[src/inc/adcsp_pkg.sv]
package adcsp_pkg;
	// Control byte length, result width, conversion length
	localparam int CTRL_BITS   = 8;
	localparam int RES_BITS    = 12;
	localparam int TRACK_BIT   = 5;
	localparam int HOLD_BIT    = 8;
	localparam int EXT_CONV_CLKS = 15;
	localparam logic [3:0] CNT_W0 = 4'h0;
	// Control byte field positions (bit index in byte)
	localparam int CB_PD_LSB   = 0;
	localparam int CB_INTCLK   = 1;
	// Internal conversion time
	localparam int INT_CONV_NS = 10000;
	localparam int CLK_NS      = 5;
	localparam int INT_CONV_CYC = INT_CONV_NS / CLK_NS;
	// Three-level shutdown encoding
	typedef enum logic [1:0] {ADCSP_PD_LOW, ADCSP_PD_HIGH, ADCSP_PD_FLOAT}
		adcsp_pdsel_e;
endpackage

[src/core/adcsp_fifo.sv]
`timescale 1ns/1ps
module adcsp_fifo
#(
	parameter int WIDTH = 12,
	parameter int DEPTH = 16
)
(
	input  wire logic             clk,
	input  wire logic             rst,
	input  wire logic [WIDTH-1:0] in_data,
	input  wire logic             in_valid,
	output logic                  in_ready,
	output logic [WIDTH-1:0]      out_data,
	output logic                  out_valid,
	input  wire logic             out_ready
);
	localparam int AW = $clog2(DEPTH);
	logic [WIDTH-1:0] mem [DEPTH];
	logic [AW:0]      wp_r;
	logic [AW:0]      rp_r;
	logic [AW:0]      cnt_r;
	wire  [AW:0]      cnt_nxt;
	wire              empty;
	wire              wr;
	wire              rd;
	wire              consume;
	assign empty = (wp_r == rp_r);
	assign wr = in_valid && in_ready;
	// Read data sits in a register, so refill when empty or consumed
	assign rd = !empty && (!out_valid || out_ready);
	assign consume = out_valid && out_ready;
	// Occupancy counts the output register too, else one extra word fits
	assign cnt_nxt = (wr && !consume) ? cnt_r + 1'b1
		: (!wr && consume) ? cnt_r - 1'b1 : cnt_r;
	always_ff @(posedge clk)
	begin
		if (wr)
			mem[wp_r[AW-1:0]] <= in_data;
	end
	always_ff @(posedge clk)
	begin
		if (rst)
		begin
			wp_r <= '0;
			rp_r <= '0;
			cnt_r <= '0;
			in_ready <= 1'b0;
			out_valid <= 1'b0;
			out_data <= '0;
		end
		else
		begin
			cnt_r <= cnt_nxt;
			in_ready <= (cnt_nxt != (AW+1)'(DEPTH));
			if (wr)
				wp_r <= wp_r + 1'b1;
			if (rd)
			begin
				rp_r <= rp_r + 1'b1;
				out_data <= mem[rp_r[AW-1:0]];
				out_valid <= 1'b1;
			end
			else if (out_ready)
				out_valid <= 1'b0;
		end
	end
endmodule

[src/core/adcsp_port.sv]
`timescale 1ns/1ps
module adcsp_port
	import adcsp_pkg::*;
#(
	parameter int INT_CYC = INT_CONV_CYC,
	parameter int DEPTH   = 16
)
(
	input  wire logic                clk,
	input  wire logic                rst,
	input  wire logic                sclk,
	input  wire logic                cs_n,
	input  wire logic                din,
	input  wire logic                pd_low_in,
	input  wire logic                pd_float_in,
	input  wire logic [RES_BITS-1:0] sample_data,
	input  wire logic                sample_valid,
	output logic                     sample_ready,
	output logic                     dout_o,
	output logic                     dout_oe_n,
	output logic                     strobe_o,
	output logic                     strobe_oe_n,
	output logic                     power_down,
	output logic                     comp_internal,
	output logic                     track,
	output logic                     busy
);
	typedef enum {ST_IDLE, ST_CTRL, ST_CONV, ST_SHIFT} adcsp_state_e;
	adcsp_state_e     st_r;
	logic [2:0]       sclk_s_r;
	logic [1:0]       cs_s_r;
	logic [1:0]       din_s_r;
	logic [1:0]       pdl_s_r;
	logic [1:0]       pdf_s_r;
	logic [CTRL_BITS-1:0] ctrl_r;
	logic [3:0]       bit_r;
	logic [RES_BITS:0] res_r;
	logic [$clog2(INT_CYC+1)-1:0] tmr_r;
	logic             ext_r;
	logic [RES_BITS-1:0] fd;
	wire              fv;
	wire              fr;
	wire              rise;
	wire              fall;
	wire              cs_act;
	wire              pd_now;
	wire              int_done;
	wire              conv_fall;
	// Two stages before use; third stage only feeds the edge compare
	assign rise   = sclk_s_r[1] && !sclk_s_r[2];
	assign fall   = !sclk_s_r[1] && sclk_s_r[2];
	assign cs_act = !cs_s_r[1];
	assign pd_now = pdl_s_r[1];
	assign int_done = (tmr_r == '0);
	assign conv_fall = fall && cs_act && st_r == ST_CONV && ext_r;
	assign fr = (st_r == ST_CONV)
		&& (ext_r ? (bit_r == CNT_W0 + 4'h1) && conv_fall : int_done);

	adcsp_fifo #(.WIDTH(RES_BITS), .DEPTH(DEPTH)) u_fifo
	(
		.clk       (clk),
		.rst       (rst),
		.in_data   (sample_data),
		.in_valid  (sample_valid),
		.in_ready  (sample_ready),
		.out_data  (fd),
		.out_valid (fv),
		.out_ready (fr)
	);

	always_ff @(posedge clk)
	begin
		if (rst)
		begin
			sclk_s_r <= '0;
			cs_s_r <= 2'h3;
			din_s_r <= '0;
			pdl_s_r <= '0;
			pdf_s_r <= '0;
		end
		else
		begin
			sclk_s_r <= {sclk_s_r[1:0], sclk};
			cs_s_r <= {cs_s_r[0], cs_n};
			din_s_r <= {din_s_r[0], din};
			pdl_s_r <= {pdl_s_r[0], pd_low_in};
			pdf_s_r <= {pdf_s_r[0], pd_float_in};
		end
	end

	always_ff @(posedge clk)
	begin
		if (rst)
		begin
			power_down <= 1'b0;
			comp_internal <= 1'b1;
		end
		else
		begin
			power_down <= pd_now;
			comp_internal <= !pdf_s_r[1];
		end
	end

	// Control byte intake and conversion sequencing
	always_ff @(posedge clk)
	begin
		if (rst || pd_now)
		begin
			st_r <= ST_IDLE;
			ctrl_r <= '0;
			bit_r <= CNT_W0;
			ext_r <= 1'b0;
			track <= 1'b0;
			busy <= 1'b0;
			tmr_r <= '0;
			res_r <= '0;
		end
		else
		begin
			unique case (st_r)
			ST_IDLE:
				if (rise && cs_act && din_s_r[1])
				begin
					st_r <= ST_CTRL;
					ctrl_r <= {{(CTRL_BITS-1){1'b0}}, 1'b1};
					bit_r <= 4'h1;
				end
			ST_CTRL:
			begin
				if (rise && cs_act)
				begin
					ctrl_r <= {ctrl_r[CTRL_BITS-2:0], din_s_r[1]};
					bit_r <= bit_r + 4'h1;
				end
				if (fall && bit_r == 4'(TRACK_BIT))
					track <= 1'b1;
				if (fall && bit_r == 4'(HOLD_BIT))
				begin
					track <= 1'b0;
					st_r <= ST_CONV;
					busy <= 1'b1;
					ext_r <= !ctrl_r[CB_INTCLK];
					tmr_r <= ($clog2(INT_CYC+1))'(INT_CYC);
					bit_r <= 4'h2;
				end
			end
			ST_CONV:
				if (ext_r)
				begin
					if (conv_fall)
						bit_r <= bit_r - 4'h1;
					if (fr)
					begin
						res_r <= {1'b0, fv ? fd : '0};
						st_r <= ST_SHIFT;
						bit_r <= 4'(RES_BITS);
					end
				end
				else if (int_done)
				begin
					res_r <= {1'b0, fv ? fd : '0};
					busy <= 1'b0;
					st_r <= ST_SHIFT;
					bit_r <= 4'(RES_BITS);
				end
				else
					tmr_r <= tmr_r - 1'b1;
			ST_SHIFT:
				if (fall && cs_act)
				begin
					res_r <= {res_r[RES_BITS-1:0], 1'b0};
					bit_r <= bit_r - 4'h1;
					if (bit_r == CNT_W0)
					begin
						st_r <= ST_IDLE;
						busy <= 1'b0;
					end
				end
			endcase
		end
	end

	// Pin outputs registered; enable is low while driving
	always_ff @(posedge clk)
	begin
		if (rst)
		begin
			dout_o <= 1'b0;
			dout_oe_n <= 1'b1;
			strobe_o <= 1'b1;
			strobe_oe_n <= 1'b1;
		end
		else
		begin
			dout_oe_n <= !cs_act;
			if (fall)
				dout_o <= (st_r == ST_SHIFT) ? res_r[RES_BITS] : 1'b0;
			if (st_r == ST_CONV && !ext_r)
			begin
				strobe_oe_n <= 1'b0;
				strobe_o <= 1'b0;
			end
			else if (ext_r && st_r == ST_CONV)
			begin
				strobe_oe_n <= !cs_act;
				if (fall)
					strobe_o <= (bit_r == 4'h2);
			end
			else
			begin
				strobe_o <= ext_r ? 1'b0 : 1'b1;
				strobe_oe_n <= ext_r ? !cs_act : 1'b0;
			end
		end
	end
endmodule

[config.mk]
export PLATFORM = sky130hd
export DESIGN_NAME = adcsp_port
export DESIGN_NICKNAME = d
export VERILOG_FILES = /design/src/inc/adcsp_pkg.sv /design/src/core/adcsp_fifo.sv /design/src/core/adcsp_port.sv
export SDC_FILE = /design/constraint.sdc
export NUM_CORES = 1
export LEC_CHECK = 0
export BUFFER_PORTS_ARGS = -buffer_cell sky130_fd_sc_hd__buf_2
export CORE_ASPECT_RATIO = 1.4
export CORE_UTILIZATION = 60
export CTS_CLUSTER_SIZE = 24
export DETAILED_ROUTE_END_ITERATION = 16
export PLACE_DENSITY = 0.8
export SYNTH_ARGS = -nofsm -noshare
export SYNTH_HDL_FRONTEND = slang
export SYNTH_HIERARCHICAL = 1
export SYNTH_SLANG_ARGS = --single-unit
[constraint.sdc]
create_clock -name clk -period 3.4 [get_ports clk]
set_input_delay 0.17 -clock clk [delete_from_list [all_inputs] [get_ports clk]]
set_output_delay 0.17 -clock clk [all_outputs]
set_load 0.05 [all_outputs]
==> flow_results.org <==
** Pwr
- Internal power contribution :: between 0.005 and 0.006 W
- Sw frac :: 23.34%
- Registers are responsible for 50.9% of the overall power.
- Summed over all nets, the switching power comes to ~0.0017 W.
- VDD IR max :: 0.0005623 V
- Total power :: 0.007430 W
- The analysis attributes to cell leakage a power of 4.141 nW.
- Power per cell area :: 587.2 nW/µm²
- Combinational cell fraction of total power :: a little under an eighth
- Share of power burned in the clock network :: 37.5%

** STA
- Highest achievable clock rate :: approximately 320 MHz
- Setup violations remaining at the end of the flow were counted as 0.
- Across all hold checks on the routed design, the worst slack comes to 0.03079 ns.
- The final critical path takes up 92.75% of the cycle.
- Setup repair after global routing missed its margin :: no
- Fin crit period :: 3.153 ns
- Between clock sinks in the finished design, the worst skew comes to 0.01666 ns.
- The final count of hold timing violations came to 0.
- Final count of pins violating max slew :: 0
- The worst pin sits at a relative slew slack of 41.11%.
- Worst Tran Pin Value :: 0.8822 ns
- Adding up every negative setup slack in the final design gives 0 ns.

** Floorplan
- # rows :: 59
- Once the floorplan was initialized, standard cells occupied 61.43% of the core.
- Overall die height :: 165.3 µm
- Overall die width :: approximately 120 µm
- The floorplan step defined a core boundary enclosing 18,600 µm².
- The floorplan step defined a die boundary enclosing 19,610 µm².
- IO Pins :: 29

** Setup path
- Kind of start point of the critical path :: flip-flop
- Crit path DAT :: roughly 3.6 ns
- Of all nets on the critical path, the largest fanout is 28.
- The setup path with the least slack is of type reg -> reg.
- WP data required :: roughly 3.8 ns
- Endpoint class of the critical path :: flip-flop

** Clocking
- Clock root cell :: sky130_fd_sc_hd__clkbuf_16
- Post-CTS timing repair inserted 0 buffers for setup.
- No sink is reached through more buffers than the 3 on the longest clock path.
- Total number of H-tree levels :: 1
- Worst skew pair latency :: 0.52 ns
- CTS sink cnt :: between 200 and 300
- Counting the buffers created by CTS gives 25.
- Clock-pin slew on the worst setup and hold paths :: ~0.06 ns
- CTS tree :: yes

** Global route
- The number of antenna violations at the first check in global routing is 0.
- Global-route layer with the greatest usage :: met2
- In the global route stage, met3 resource usage came out at 2.988%.
- Entering global routing, the biggest net connects 50 pins.
- In the global route stage, met2 resource usage came out at 44.76%.
- The first global-routing pass estimated 36.61 mm of wire.
- Total grt overflow :: 0
- In the global route stage, met1 resource usage came out at 28.17%.
- For this run, the total global-route usage over all layers was measured as 24.09%.
- Vias in the first global route :: ~7,000

** Synthesis
- In this run, synthesis produced a sequential element count of 273.
- Share of synthesized flip-flops with an asynchronous set or reset :: 0%
- The number of nets in the synthesized netlist is 814.
- Mapped Avg Cell Area :: between 10 and 15 µm²
- Syn. warnings :: 6
- Post-synth EDFFs :: 192
- Synthesis instantiated 66 different standard cells from the library.
- Most frequently used flop master after synthesis :: sky130_fd_sc_hd__edfxtp_1
- Commonest cells post-synth :: sky130_fd_sc_hd__edfxtp_1 (192), sky130_fd_sc_hd__dfxtp_1 (81), sky130_fd_sc_hd__nor2_1 (60)
- Share of the yosys chip area belonging to registers :: 64.64%
- Post-Synthesis Cells :: 776
- Most instantiated library cell after synthesis :: sky130_fd_sc_hd__edfxtp_1
- Summed over all instances, the cell type with the most area after synthesis is sky130_fd_sc_hd__edfxtp_1.
- After synthesis the cells add up to around 11,000 µm².
- Share of the synthesized area in the top cell type :: 50.45%
- In the post-synthesis netlist, the biggest area contributors are sky130_fd_sc_hd__edfxtp_1 (50%), sky130_fd_sc_hd__dfxtp_1 (14%), sky130_fd_sc_hd__mux4_1 (4.8%).

** Final layout
- At the end of the flow, the number of nets in the layout was 853.
- The finished layout holds approximately 1,100 standard cells, fillers aside.
- Compared with the post-synthesis result, the final layout area differs by 10.72%.
- The layout has around 1,200 filler cells.
- In the final layout, the share of cells above drive strength 1 is around 16%.
- Number of diodes :: 0
- Final core utilization :: 68.02%

** Flow run
- Across the run, the number of max-cap violations was 0.

** Place
- During placement, the flow inserted port buffers numbering 28.
- At the end of routability-driven placement, the weighted congestion stood at 0.8795.
- In this run, placement finished with an instance count of 1,027.
- DPL Wire Length :: 14.81 mm

** Detailed routing
- Via count :: 6,714
- The detailed router finished its first iteration with roughly 670 violations.
- DRT antenna net count :: 0
- Post-DR vias/cell :: approximately 6.2
- Length of the first detailed-routing pass in iterations :: 5
- In the routed design, unresolved DRC markers number 0.
- Average wire per cell in the routed design :: 21.23 µm
- Final wirelength :: 22.86 mm

** Min path
- Tightest Hold Check Type :: in -> reg

** Run status
- The flow ran to the end, and the final reports show no timing, DRC or antenna violations.
-- state kept, by name, indices dropped and copies added (netlist names), 2 cells and up --
name,flops
tmr_r,11
u_fifo/mem,192
ctrl_r,2
u_fifo/wp_r,5
pdl_s_r,2
sclk_s_r,3
st_r,2
cs_s_r,2
pdf_s_r,2
u_fifo/out_data,12
res_r,13
bit_r,4
din_s_r,2
u_fifo/rp_r,5
u_fifo/cnt_r,5
-- per-layer routing --
metal  wire [µm]  vias to the layer above
met1        8841                     3354
met3         951                       61
met5           0                        -
li1            -                     3080
met4         782                        0
met2       12290                      219
-- final cells by class --
cell class	instances	area, µm²	area share [%]
well taps	244	305.3	2.413
inverters	17	63.81	0.5043
clock inverters	15	173.9	1.374
flip-flops and latches	273	7390	58.40
repair buffers	58	402.9	3.184
multi-input cells	440	3674	29.03
clock buffers	30	644.4	5.092
-- per-stage QoR --
stage	setup slack [ns]	cell area, µm²
2_1_floorplan	0.5591	11430
3_3_place_gp	0.3209	11780
3_5_place_dp	0.1283	11780
4_1_cts	0.08686	12650
5_1_grt	0.06386	12650
6_report	0.2466	12650
-- worst max-delay path, cell delays in order, from the launching register on --
cell and delay (ns):
sky130_fd_sc_hd__dfxtp_1 0.32, sky130_fd_sc_hd__inv_1 0.10, sky130_fd_sc_hd__ha_1 0.17, sky130_fd_sc_hd__or4b_1 0.57, sky130_fd_sc_hd__or4b_4 0.62, sky130_fd_sc_hd__a21oi_2 0.29
sky130_fd_sc_hd__nor2b_1 0.12, sky130_fd_sc_hd__a21oi_2 0.14, sky130_fd_sc_hd__buf_4 0.30, sky130_fd_sc_hd__nor2_1 0.09, sky130_fd_sc_hd__a311oi_1 0.32
-- timing repair --
action / CTS / global route
endpoints found under the hold margin: 5 / 0
setup endpoints to repair: 0 / 7
resized for setup: 0 / 1
hold buffers: 5 / 0
-- cell usage in the layout (no fill, tap or decap), types with 17 or more instances in the layout --
master and count:
sky130_fd_sc_hd__edfxtp_1 192, sky130_fd_sc_hd__nand2_1 40, sky130_fd_sc_hd__nor2_1 60, sky130_fd_sc_hd__buf_2 28
sky130_fd_sc_hd__inv_1 17, sky130_fd_sc_hd__buf_4 23, sky130_fd_sc_hd__nor2b_1 19, sky130_fd_sc_hd__a21oi_1 22
sky130_fd_sc_hd__mux2i_1 32, sky130_fd_sc_hd__mux4_1 21, sky130_fd_sc_hd__dfxtp_1 79, sky130_fd_sc_hd__clkbuf_16 25
sky130_fd_sc_hd__ha_1 18
-- kinds of logic after synthesis --
group / Yosys count / share of synthesized area [%]
buffers and inverters: 63 / 3.252
adder cells (fa/ha/maj): 18 / 1.971
flip-flops: 273 / 64.64
multiplexers: 81 / 11.87
AO/OA/AOI/OAI: 137 / 8.791
AND/OR/NAND/NOR: 189 / 8.331
XOR/XNOR: 15 / 1.150
-- final timing paths --
kind                                     start                 end  slack (ns)  depth (start not counted)
worst min-delay path            sample_data[5]    u_fifo/mem[6][5]        0.03                          1
worst max register to register        tmr_r[0]  u_fifo/out_data[7]        0.25                         10
worst min register to register      pdf_s_r[1]       comp_internal        0.38                          1
worst max-delay path                  tmr_r[0]  u_fifo/out_data[7]        0.25                         10
-- power groups by stage --
stage / combinational [W] / sequential, W / clock [W]
after floorplan: 0.000698 / 0.00378 / 0
after global placement: 0.000795 / 0.00384 / 0
after detailed placement: 0.000837 / 0.00385 / 0
after CTS: 0.000858 / 0.00378 / 0.00284
after global routing: 0.000930 / 0.00379 / 0.00297
final: 0.000863 / 0.00378 / 0.00279
No activity file was read; power rests on OpenSTA's default activity.
